<file path="config.mk">
export PLATFORM = sky130hd
export DESIGN_NAME = reference_search
export DESIGN_NICKNAME = d
export VERILOG_FILES = /design/src/hdl/homing_pkg.sv /design/src/hdl/reference_search.sv
export SDC_FILE = /design/constraint.sdc
export NUM_CORES = 1
export LEC_CHECK = 0
export ABC_AREA = 1
export BUFFER_PORTS_ARGS = -buffer_cell sky130_fd_sc_hd__buf_2
export CAP_MARGIN = 5
export CORE_ASPECT_RATIO = 1.1
export CORE_MARGIN = 2
export CORE_UTILIZATION = 35
export DETAILED_ROUTE_END_ITERATION = 12
export PLACE_DENSITY = 0.5
export SYNTH_ARGS = -nofsm -noshare
export SYNTH_HDL_FRONTEND = slang
export SYNTH_SLANG_ARGS = --single-unit
export TNS_END_PERCENT = 50
</file>
<file path="constraint.sdc">
create_clock -name clk_sys -period 9.8 [get_ports clk_sys]
set_input_delay 1.96 -clock clk_sys [delete_from_list [all_inputs] [get_ports clk_sys]]
set_output_delay 1.96 -clock clk_sys [all_outputs]
set_load 0.03 [all_outputs]
</file>
<file path="src/hdl/homing_pkg.sv">
// Purpose: shared constants and types for the reference search sequencer
// Assumes: 32-bit classic Wishbone register access, byte addresses
// Notes: speeds are unsigned magnitudes, velocity out is signed
package homing_pkg;

  localparam int POS_W = 32;
  localparam int VEL_W = 24;
  localparam int ADR_W = 5;

  // Register byte offsets
  localparam logic [ADR_W-1:0] OFS_COMMAND = 5'h00;
  localparam logic [ADR_W-1:0] OFS_MODE = 5'h04;
  localparam logic [ADR_W-1:0] OFS_SEARCH_SPEED = 5'h08;
  localparam logic [ADR_W-1:0] OFS_CAL_SPEED = 5'h0c;
  localparam logic [ADR_W-1:0] OFS_STATUS = 5'h10;
  localparam logic [ADR_W-1:0] OFS_DISTANCE = 5'h14;

  // Command word layout
  localparam logic [7:0] OPCODE_REF_SEARCH = 8'h0d;
  localparam int CMD_OP_LSB = 0;
  localparam int CMD_TYPE_LSB = 8;
  localparam logic [1:0] CMD_START = 2'h0;
  localparam logic [1:0] CMD_STOP = 2'h1;
  localparam logic [1:0] CMD_STATUS = 2'h2;

  // Mode value layout
  localparam int MODE_SWAP_BIT = 6;
  localparam int MODE_INVERT_BIT = 7;
  localparam logic [5:0] MODE_LEFT_ONLY = 6'h01;
  localparam logic [5:0] MODE_RIGHT_LEFT = 6'h02;
  localparam logic [5:0] MODE_RIGHT_LEFT_MID = 6'h03;
  localparam logic [5:0] MODE_LEFT_MID = 6'h04;
  localparam logic [5:0] MODE_HOME_NEG_REV = 6'h05;
  localparam logic [5:0] MODE_HOME_POS_REV = 6'h06;
  localparam logic [5:0] MODE_HOME_POS = 6'h07;
  localparam logic [5:0] MODE_HOME_NEG = 6'h08;

  // Reset values
  localparam logic [7:0] RST_MODE = 8'h01;
  localparam logic [VEL_W-1:0] RST_SEARCH_SPEED = 24'h000400;
  localparam logic [VEL_W-1:0] RST_CAL_SPEED = 24'h000040;

  typedef enum logic [2:0] {
    PH_IDLE,
    PH_FIRST,
    PH_SEEK,
    PH_LEAVE,
    PH_REENTER
  } phase_type;

  typedef struct packed {
    logic left;
    logic right;
    logic home;
  } switch_type;

  typedef struct packed {
    logic signed [VEL_W-1:0] velocity;
    logic load;
    logic signed [POS_W-1:0] load_value;
  } motion_type;

  typedef struct packed {
    phase_type phase;
    logic [7:0] mode;
    logic [VEL_W-1:0] search_speed;
    logic [VEL_W-1:0] cal_speed;
    logic dir_neg;
    logic signed [POS_W-1:0] first_pos;
    logic signed [POS_W-1:0] edge_pos;
    logic [POS_W-1:0] distance;
    logic busy;
    motion_type motion;
    logic ack;
    logic [31:0] rdata;
  } state_type;

endpackage : homing_pkg

</file>
<file path="src/hdl/reference_search.sv">
// Purpose: reference search (homing) sequencer for one stepper axis
// Assumes: motor position and switch levels are synchronous to clk_sys
// Notes: registers on classic Wishbone, one ack per request
//
// Function
// - Homing state machine is started and stopped by command opcode 13, polled by reading the command or status register.
// - End-switch auto-stop settings have no effect while homing runs.
// - Fast search speed is used until the switch is first detected.
// - Creep off the switch, re-enter from the side it left, zero at midpoint.
// - Calibration creeping uses the calibration speed register.
// - Mode register picks one of eight search strategies, base values 1 to 8.
// - Mode 1 seeks left switch only; 65 seeks right switch only.
// - Mode 2 finds right switch, then left; left is zero.
// - Mode 2 stores the switch-to-switch distance in microsteps.
// - Mode 66 finds left switch first; right switch is zero.
// - Mode 3 decodes as mode 2: finds right, then left edge; stores that distance.
// - Mode 67 finds left first; right switch edge is zero, as in mode 66.
// - Mode 4 zeros on left switch edge as mode 1; mode 68 on right switch edge as mode 65.
// - Mode 5 seeks home negative, reversing at the left limit.
// - Mode 6 seeks home positive, reversing at the right limit.
// - Adding 128 to modes 5 to 8 inverts home switch polarity.
// - Mode 7 seeks home positive, ignores limits, zeros at the home edge reached.
// - Mode 8 seeks home negative, ignores limits, zeros at the home edge reached.
//
// Register access over Wishbone and the register addresses are this design's own decisions.
`timescale 1ns/1ps

module reference_search
(
  // Clock, reset, enable
  input wire logic clk_sys,
  input wire logic arst_n,
  input wire logic clk_en,
  // Wishbone slave
  input wire logic wb_cyc_i,
  input wire logic wb_stb_i,
  input wire logic wb_we_i,
  input wire logic [homing_pkg::ADR_W-1:0] wb_adr_i,
  input wire logic [3:0] wb_sel_i,
  input wire logic [31:0] wb_dat_i,
  output logic [31:0] wb_dat_o,
  output logic wb_ack_o,
  // Switches and motor feedback
  input homing_pkg::switch_type switches,
  input wire logic signed [homing_pkg::POS_W-1:0] actual_position,
  // Motor command
  output homing_pkg::motion_type motion,
  output logic busy
);

  homing_pkg::state_type r;
  homing_pkg::state_type next_r;

  ////////////////////////////////////////////////////////////////////////////
  // Mode decode

  logic [5:0] base;
  logic swap;
  logic invert;
  logic two_switch;
  logic home_mode;
  logic limit_reverse;
  logic final_neg;
  logic final_hit;
  logic first_hit;
  logic home_active;

  always_comb
  begin
    base = r.mode[5:0];
    swap = r.mode[homing_pkg::MODE_SWAP_BIT];
    invert = r.mode[homing_pkg::MODE_INVERT_BIT];
    home_active = switches.home;
    two_switch = 1'b0;
    home_mode = 1'b0;
    limit_reverse = 1'b0;
    final_neg = 1'b1;
    unique case (base)
      homing_pkg::MODE_LEFT_ONLY, homing_pkg::MODE_LEFT_MID:
      begin
        final_neg = !swap;
      end
      homing_pkg::MODE_RIGHT_LEFT, homing_pkg::MODE_RIGHT_LEFT_MID:
      begin
        two_switch = 1'b1;
        final_neg = !swap;
      end
      homing_pkg::MODE_HOME_NEG_REV:
      begin
        home_mode = 1'b1;
        limit_reverse = 1'b1;
      end
      homing_pkg::MODE_HOME_POS_REV:
      begin
        home_mode = 1'b1;
        limit_reverse = 1'b1;
        final_neg = 1'b0;
      end
      homing_pkg::MODE_HOME_POS:
      begin
        home_mode = 1'b1;
        final_neg = 1'b0;
      end
      homing_pkg::MODE_HOME_NEG:
      begin
        home_mode = 1'b1;
      end
      default:
      begin
        // Unlisted values act as mode 1
        final_neg = !swap;
      end
    endcase
    if (home_mode && invert)
    begin
      home_active = !switches.home;
    end
    // End-switch modes: final switch lies in the direction of travel
    if (home_mode)
    begin
      final_hit = home_active;
    end
    else
    begin
      final_hit = final_neg ? switches.left : switches.right;
    end
    // First switch of two-switch modes is the opposite end
    first_hit = final_neg ? switches.right : switches.left;
  end

  ////////////////////////////////////////////////////////////////////////////
  // Arithmetic helpers

  logic signed [homing_pkg::POS_W:0] mid_sum;
  logic signed [homing_pkg::POS_W-1:0] mid_pos;
  logic signed [homing_pkg::POS_W-1:0] span;

  always_comb
  begin
    // Widened sum so that far-apart edges cannot overflow
    mid_sum = {r.edge_pos[homing_pkg::POS_W-1], r.edge_pos}
      + {actual_position[homing_pkg::POS_W-1], actual_position};
    mid_pos = mid_sum[homing_pkg::POS_W:1];
    span = r.first_pos - mid_pos;
  end

  ////////////////////////////////////////////////////////////////////////////
  // Bus decode

  logic bus_req;
  logic bus_wr;
  logic cmd_ok;
  logic cmd_start;
  logic cmd_stop;
  logic [1:0] cmd_type;
  logic [31:0] status_word;
  logic [31:0] wr_mode, wr_search, wr_cal;

  function automatic logic [31:0] merge(input logic [31:0] old,
                                        input logic [31:0] din,
                                        input logic [3:0] sel);
    logic [31:0] res;
    res = old;
    for (int i = 0; i < 4; i++)
    begin
      if (sel[i])
      begin
        res[i*8 +: 8] = din[i*8 +: 8];
      end
    end
    return res;
  endfunction : merge

  always_comb
  begin
    bus_req = wb_cyc_i && wb_stb_i && !r.ack;
    bus_wr = bus_req && wb_we_i;
    cmd_type = wb_dat_i[homing_pkg::CMD_TYPE_LSB +: 2];
    cmd_ok = bus_wr && (wb_adr_i == homing_pkg::OFS_COMMAND) && wb_sel_i[0]
      && wb_sel_i[1]
      && (wb_dat_i[homing_pkg::CMD_OP_LSB +: 8] == homing_pkg::OPCODE_REF_SEARCH);
    cmd_start = cmd_ok && (cmd_type == homing_pkg::CMD_START);
    cmd_stop = cmd_ok && (cmd_type == homing_pkg::CMD_STOP);
    status_word = {28'h0000000, r.phase, r.busy};
    wr_mode = merge({24'h000000, r.mode}, wb_dat_i, wb_sel_i);
    wr_search = merge({8'h00, r.search_speed}, wb_dat_i, wb_sel_i);
    wr_cal = merge({8'h00, r.cal_speed}, wb_dat_i, wb_sel_i);
  end

  ////////////////////////////////////////////////////////////////////////////
  // Next state

  always_comb
  begin
    next_r = r;
    next_r.ack = bus_req;
    next_r.motion.load = 1'b0;

    // Register reads, answered with the ack
    next_r.rdata = 32'h00000000;
    if (bus_req && !wb_we_i)
    begin
      unique case (wb_adr_i)
        homing_pkg::OFS_COMMAND, homing_pkg::OFS_STATUS:
        begin
          next_r.rdata = status_word;
        end
        homing_pkg::OFS_MODE:
        begin
          next_r.rdata = {24'h000000, r.mode};
        end
        homing_pkg::OFS_SEARCH_SPEED:
        begin
          next_r.rdata = {8'h00, r.search_speed};
        end
        homing_pkg::OFS_CAL_SPEED:
        begin
          next_r.rdata = {8'h00, r.cal_speed};
        end
        homing_pkg::OFS_DISTANCE:
        begin
          next_r.rdata = r.distance;
        end
        default:
        begin
          next_r.rdata = 32'h00000000;
        end
      endcase
    end

    // Parameter writes; unmapped writes are acked and dropped
    if (bus_wr)
    begin
      unique case (wb_adr_i)
        homing_pkg::OFS_MODE:
        begin
          next_r.mode = wr_mode[7:0];
        end
        homing_pkg::OFS_SEARCH_SPEED:
        begin
          next_r.search_speed = wr_search[homing_pkg::VEL_W-1:0];
        end
        homing_pkg::OFS_CAL_SPEED:
        begin
          next_r.cal_speed = wr_cal[homing_pkg::VEL_W-1:0];
        end
        default:
        begin
          next_r.mode = r.mode;
        end
      endcase
    end

    // Sequencer; limit auto-stop enables are never consulted here
    unique case (r.phase)
      homing_pkg::PH_IDLE:
      begin
        if (cmd_start)
        begin
          next_r.busy = 1'b1;
          if (two_switch)
          begin
            next_r.dir_neg = !final_neg;
            next_r.phase = homing_pkg::PH_FIRST;
          end
          else
          begin
            next_r.dir_neg = final_neg;
            next_r.phase = homing_pkg::PH_SEEK;
          end
        end
      end
      homing_pkg::PH_FIRST:
      begin
        if (first_hit)
        begin
          next_r.first_pos = actual_position;
          next_r.dir_neg = final_neg;
          next_r.phase = homing_pkg::PH_SEEK;
        end
      end
      homing_pkg::PH_SEEK:
      begin
        if (final_hit)
        begin
          // Back off slowly to find the releasing edge
          next_r.dir_neg = !r.dir_neg;
          next_r.phase = homing_pkg::PH_LEAVE;
        end
        else if (limit_reverse && r.dir_neg && switches.left)
        begin
          next_r.dir_neg = 1'b0;
        end
        else if (limit_reverse && !r.dir_neg && switches.right)
        begin
          next_r.dir_neg = 1'b1;
        end
      end
      homing_pkg::PH_LEAVE:
      begin
        if (!final_hit)
        begin
          next_r.edge_pos = actual_position;
          next_r.dir_neg = !r.dir_neg;
          next_r.phase = homing_pkg::PH_REENTER;
        end
      end
      homing_pkg::PH_REENTER:
      begin
        if (final_hit)
        begin
          // Current position re-expressed against the new zero
          next_r.motion.load = 1'b1;
          next_r.motion.load_value = actual_position - mid_pos;
          if (two_switch)
          begin
            next_r.distance = span[homing_pkg::POS_W-1] ?
              -span : span;
          end
          next_r.busy = 1'b0;
          next_r.phase = homing_pkg::PH_IDLE;
        end
      end
      default:
      begin
        next_r.busy = 1'b0;
        next_r.phase = homing_pkg::PH_IDLE;
      end
    endcase

    // Stop overrides every phase and leaves results untouched
    if (cmd_stop)
    begin
      next_r.phase = homing_pkg::PH_IDLE;
      next_r.busy = 1'b0;
      next_r.motion.load = 1'b0;
      next_r.motion.load_value = r.motion.load_value;
      next_r.distance = r.distance;
    end

    // Velocity follows the next phase so it leaves from a flop
    unique case (next_r.phase)
      homing_pkg::PH_FIRST, homing_pkg::PH_SEEK:
      begin
        next_r.motion.velocity = next_r.dir_neg ?
          -$signed(r.search_speed) : $signed(r.search_speed);
      end
      homing_pkg::PH_LEAVE, homing_pkg::PH_REENTER:
      begin
        next_r.motion.velocity = next_r.dir_neg ?
          -$signed(r.cal_speed) : $signed(r.cal_speed);
      end
      default:
      begin
        next_r.motion.velocity = '0;
      end
    endcase
  end

  ////////////////////////////////////////////////////////////////////////////
  // State register

  always_ff @(posedge clk_sys or negedge arst_n)
  begin
    if (!arst_n)
    begin
      r.phase <= homing_pkg::PH_IDLE;
      r.mode <= homing_pkg::RST_MODE;
      r.search_speed <= homing_pkg::RST_SEARCH_SPEED;
      r.cal_speed <= homing_pkg::RST_CAL_SPEED;
      r.dir_neg <= 1'b0;
      r.first_pos <= '0;
      r.edge_pos <= '0;
      r.distance <= '0;
      r.busy <= 1'b0;
      r.motion <= '0;
      r.ack <= 1'b0;
      r.rdata <= 32'h00000000;
    end
    else if (clk_en)
    begin
      r <= next_r;
    end
  end

  ////////////////////////////////////////////////////////////////////////////
  // Outputs

  assign wb_dat_o = r.rdata;
  assign wb_ack_o = r.ack;
  assign motion = r.motion;
  assign busy = r.busy;

endmodule : reference_search

</file>
==> metrics.txt, run 1 <==
Buf/Inv on CP 4; critical path's most frequent cell nand2_1; Initial Utilization 35.3%; HPWL after DPL 49.1 mm; pre-CTS setup slack 3.38 ns; Core Footprint 54700 sq um; Seq cells post-synth 247; Post-synth EDFFs 0; Setup Fix Bufs, Post-CTS 0; simple-gate area share of the yosys netlist 35.4%; commonest non-fill, non-tap cell in the layout nand2_1; power share of the clock group 22.4%; CTS buffer count 31; pin count of the biggest net entering global routing 74; Inserted Diodes 0; Synth-to-Final Area Change 10.3%; Max transition margin 14.8%; delay of the slowest cell on the worst path 0.48 ns; switching power 2.65 mW; Ports 173; Util after Layout 39.0%; combinational family with the most area after synthesis simple AND/OR/NAND/NOR gates; final slew viol count 0; Avg Inst Size Synth 6.49 sq um; Synth Area in Adders 4.32%; P_int 2.75 mW; pwr/cell area 253 nW/um^2; post-route setup slack 4.01 ns; Reg clk slew, reported paths 0.06 ns; crit path time final 5.79 ns; final antenna-violating net count 0; sequential power share 23.3%; fraction of layout cells with a size suffix above 1 11.6%; CP Data Required Time 10.28 ns; Switching Fraction 49.1%; final RePlAce weighted congestion 0.906; final hold slack 0.472 ns; RSZ-0062 raised after global routing false; CTS Buffer Depth 3; syn nets 3123; Fmax 173 MHz; Cell Rows 90; hold depth 2; Layout Nets 3177; Synth Area in Compound Gates 13.1%; vias 18900; CP max stage cell fa_1; Worst-Skew Late Latency 0.61 ns; Placed Instances 3733; Synth cell types 56; initial antenna violation count 0; clock skew 0.0276 ns; most frequent cells in the layout nand2_1 (926), inv_1 (400), o21ai_0 (260); gr ovfl total 0; WL/cell 16.3 um; clk sinks 247; Hold Buf Count CTS 0; worst slew pin tran 1.27 ns; maximum VDD drop 0.158 mV; Post-synth ARST share 100%; YS warnings 0; post-route cell area 21300 sq um; status finished, final reports clean; Die Ht 250 um; Comb power frac 54.3%; multiplexer share of the synthesized area 0%; crit path DAT 6.27 ns; CP Max Fanout 4; area of placed instances 20200 sq um; count of final hold-check violations 0; MaxCap Viol Count 0; post-route clock period utilization 59.1%; Total Power 5.39 mW; Pre-antenna DRT Iters 5; Hold Crit Class flip-flop to flip-flop; drt total wl 61.8 mm; worst reg2reg path depth 26; CTS HTree Levels 1; Top Family by Delay on Critical Path simple AND/OR/NAND/NOR gates; I/O Buffers 163; Die X 228 um; fin cells 3791; leakage 11.4 nW; TNS Setup 0 ns; Syn Inst Count 2976; vias in the first global route 18700; CP Capture Type flip-flop; Die ar. 57100 sq um; crit start category input port; drt initial violations 1143; synthesized cell area 19300 sq um; # resized after CTS 0; Most used DFF post-synth dfrtp_1; vias per inst 4.98; Final setup viols 0; critical path type input port to flip-flop; Fillers 6078; Synth Area in XOR/XNOR 2.27%; CTS tree built; stages on the worst setup path 27; CTS Root Cell clkbuf_16; register area share after synthesis 32.0%; drt drc 0; Overall Global Routing Usage 21.5%; first-pass GRT wire length 98.6 mm
## power groups by stage
stage	clock network, mW	logic (mW)	registers (mW)
global placement	0	2.88	1.27
detailed placement	0	2.91	1.27
CTS	1.24	2.93	1.26
global route	1.28	3.32	1.28
floorplan	0	2.28	1.24
finish	1.21	2.93	1.26
## path summary, 6_finish.rpt
path / from / to / slack, ns
setup / recovery: actual_position[1] / r[120]$_DFFE_PN0P_ / 4.01
hold / removal: motion[37]$_DFFE_PN0P_ / motion[37]$_DFFE_PN0P_ / 0.47
setup reg to reg: r[123]$_DFFE_PN0P_ / r[120]$_DFFE_PN0P_ / 5.17
hold reg to reg: motion[37]$_DFFE_PN0P_ / motion[37]$_DFFE_PN0P_ / 0.47
max in group asynchronous: arst_n / motion[25]$_DFFE_PN0P_ / 6.56
min in group asynchronous: arst_n / motion[36]$_DFFE_PN0P_ / 1.31
## cells by family after synthesis
group,after synthesis
compound gates,464
simple gates,1579
flops,247
fa+ha+maj,65
buf+inv,571
xor+xnor,50
## state kept, by name (all words and copies together) (netlist names)
name      count
base          6
busy          1
invert        1
motion       57
r           149
wb_ack_o      1
wb_dat_o     32
## worst reg2reg max path, cell delays in order (launching register included)
cell     delay [ns]
dfrtp_1        0.34
nand2_1        0.12
fa_1           0.44
inv_1          0.13
nand2_1        0.06
nand2_1        0.07
and2_1         0.20
xnor2_1        0.23
ha_1           0.34
a21oi_1        0.18
o21ai_0        0.18
xor2_1         0.30
inv_1          0.13
nor2_1         0.25
nand3_1        0.16
nor3_1         0.20
nand2_1        0.08
nor3_1         0.20
nand3_1        0.13
nor2_2         0.16
nand3_2        0.13
nor2_4         0.14
nand2_1        0.08
nand2_1        0.06
nand2_1        0.07
nand3_1        0.07
nand2_1        0.05
## synthesized netlist by cell type (3+ instances only)
master    count  area share, %
a211oi_1      5           0.19
a21oi_1      88            2.3
a21oi_2       3           0.14
a221oi_1      6           0.27
a31oi_1      23           0.74
and2_1        3          0.097
buf_2         7           0.18
buf_4        92            3.6
clkbuf_1     54            1.0
clkinv_1      6           0.12
dfrtp_1     244             32
dfstp_2       3           0.41
fa_1          3           0.31
ha_1         62            4.0
inv_1       401            7.8
inv_2         8           0.16
nand2_1     927             18
nand2_2      45            1.5
nand3_1     235            6.1
nand3_2      15           0.78
nand3b_1      4           0.16
nand4_1      50            1.6
nor2_1      200            3.9
nor2_2       23           0.74
nor2_4        8           0.47
nor3_1       46            1.2
nor4_1       10           0.32
o211ai_1     10           0.39
o21ai_0     260            6.7
o21ai_1      19           0.49
o21bai_1      5           0.19
o22ai_1      26           0.84
o31ai_1       5           0.19
xnor2_1      16           0.72
xor2_1       34            1.5
## final cells by class
| class | instances | area (sq um) | area share (%) |
|---|---|---|---|
| inverter | 415 | 1560 | 7.30 |
| multi-input combinational | 2158 | 10700 | 49.9 |
| clock buffer | 40 | 880 | 4.12 |
| timing repair buffer | 177 | 931 | 4.37 |
| sequential | 247 | 6180 | 29.0 |
| tap | 736 | 921 | 4.32 |
| clock inverter | 18 | 200 | 0.939 |
## metal layers
layer	routed length [um]	up-vias	global-route usage [%]
met4	2540	0	8.37
met1	27700	8674	27.4
li1	-	9621	-
met2	29100	459	37.4
met5	0	-	0
met3	2480	118	2.04
No activity file was read; power rests on OpenSTA's default activity.
==> run 2: changes to the inputs <==
Clock period 9.8 ns to 6 ns, I/O delays scaled along.
==> run 2 against run 1 <==
Setup slack worse by 3.1 ns. Total power rose by 65%. Die area unchanged. Sequential share of layout area decreased by 0.080 points. Critical path depth unchanged. Worst hold slack got worse by 0.0010 ns. Non-clock buffer count up 4. Global-route usage increased by 0.10 points. Cell area grew 0.28%. Critical endpoint is now r[118]$_DFFE_PN0P_. Largest power group unchanged.
==> metrics.txt, run 2 (same netlist as run 1, synthesis figures left out) <==
Worst-Skew Late Latency 0.59 ns; Die X 228 um; Pre-antenna DRT Iters 5; crit path DAT 5.60 ns; post-route setup slack 0.877 ns; pwr/cell area 417 nW/um^2; pin count of the biggest net entering global routing 142; drt initial violations 1098; worst slew pin tran 0.947 ns; drt total wl 61.7 mm; leakage 11.4 nW; CTS Root Cell clkbuf_16; Overall Global Routing Usage 21.6%; Total Power 8.91 mW; most frequent cells in the layout nand2_1 (926), inv_1 (400), o21ai_0 (260); # resized after CTS 0; Reg clk slew, reported paths 0.06 ns; Die Ht 250 um; final slew viol count 0; Initial Utilization 35.3%; Core Footprint 54700 sq um; CTS Buffer Depth 3; drt drc 0; fin cells 3793; vias in the first global route 18500; Inserted Diodes 0; Final setup viols 0; max reg flops 149; Fmax 195 MHz; Placed Instances 3737; first-pass GRT wire length 99.5 mm; Util after Layout 39.1%; RSZ-0062 raised after global routing false; vias per inst 4.94; crit start category input port; fraction of layout cells with a size suffix above 1 11.4%; HPWL after DPL 49.0 mm; met3 usage 2.06%; CTS HTree Levels 1; CTS tree built; commonest non-fill, non-tap cell in the layout nand2_1; GR Util met1 27.8%; count of final hold-check violations 0; I/O Buffers 163; Hold Crit Class flip-flop to flip-flop; maximum VDD drop 0.286 mV; post-route clock period utilization 85.4%; Hold Buf Count CTS 0; grt peak-use layer met2; gr ovfl total 0; Max transition margin 36.9%; Cell Rows 90; final RePlAce weighted congestion 0.906; Setup Fix Bufs, Post-CTS 0; Die ar. 57100 sq um; pre-CTS setup slack 0.287 ns; TNS Setup 0 ns; crit path time final 5.12 ns; status finished, final reports clean; initial antenna violation count 0; Synth-to-Final Area Change 10.6%; final antenna-violating net count 0; CP Capture Type flip-flop; MaxCap Viol Count 0; Top reg by flops r; clock skew 0.0308 ns; Layout Nets 3181; CP Data Required Time 6.48 ns; met2 usage 38.0%; CTS buffer count 31; CP Max Fanout 4; clk sinks 247; vias 18800; Ports 173; WL/cell 16.3 um; critical path type input port to flip-flop
## run 2: stage by stage
step	cell area [sq um]	hold WS, ns
floorplan	19300	0.449
global placement	20300	0.461
detailed placement	20300	0.461
CTS	21400	0.477
global route	21400	0.496
finish	21400	0.471
## run 2: worst max-delay path, stage by stage
cell	delay, ns
buf_2	0.14
inv_1	0.09
fa_1	0.47
inv_1	0.13
nand2_1	0.06
nand2_1	0.07
and2_1	0.18
xnor2_1	0.22
ha_1	0.35
a21oi_1	0.23
o21ai_0	0.20
xor2_1	0.33
inv_1	0.12
nor2_1	0.24
nand3_1	0.15
nor3_1	0.22
nand2_1	0.08
nor3_1	0.23
nand3_1	0.13
nor2_2	0.17
nand3_2	0.14
nor2_4	0.13
nand2_2	0.08
nand2_1	0.06
nand2_1	0.05
nand3_1	0.07
nand2_1	0.06
## run 2: layer usage
layer  vias to the layer above  share of wire [%]
met4                         0                3.1
li1                       9651                  -
met1                      8625                 45
met5                         -                  0
met3                        90                4.0
met2                       384                 48
## run 2: report_power, final
group | leakage [nW] | total (mW) | switching, mW | internal (mW)
registers | 3.39 | 2.05 | 0.169 | 1.88
clock network | 0.529 | 2.01 | 0.769 | 1.24
logic | 7.51 | 4.84 | 3.36 | 1.48
## run 2: final timing paths
path / depth (start not counted) / slack (ns) / start / end
worst max-delay path: 27 / 0.88 / actual_position[1] / r[118]$_DFFE_PN0P_
worst max register to register: 26 / 1.31 / r[123]$_DFFE_PN0P_ / r[118]$_DFFE_PN0P_
worst min register to register: 2 / 0.47 / motion[50]$_DFFE_PN0P_ / motion[50]$_DFFE_PN0P_
min in group asynchronous: 1 / 0.61 / arst_n / wb_ack_o$_DFFE_PN0P_
worst min-delay path: 2 / 0.47 / motion[50]$_DFFE_PN0P_ / motion[50]$_DFFE_PN0P_
max in group asynchronous: 2 / 4.07 / arst_n / r[91]$_DFFE_PN0P_
## run 2: layout make-up
cell class | count | area [sq um]
Timing Repair Buffer | 181 | 986
Multi-Input combinational cell | 2158 | 10700
Sequential cell | 247 | 6180
Fill cell | 6036 | 33300
Inverter | 415 | 1560
Clock inverter | 10 | 181
Tap cell | 736 | 921
Clock buffer | 46 | 902
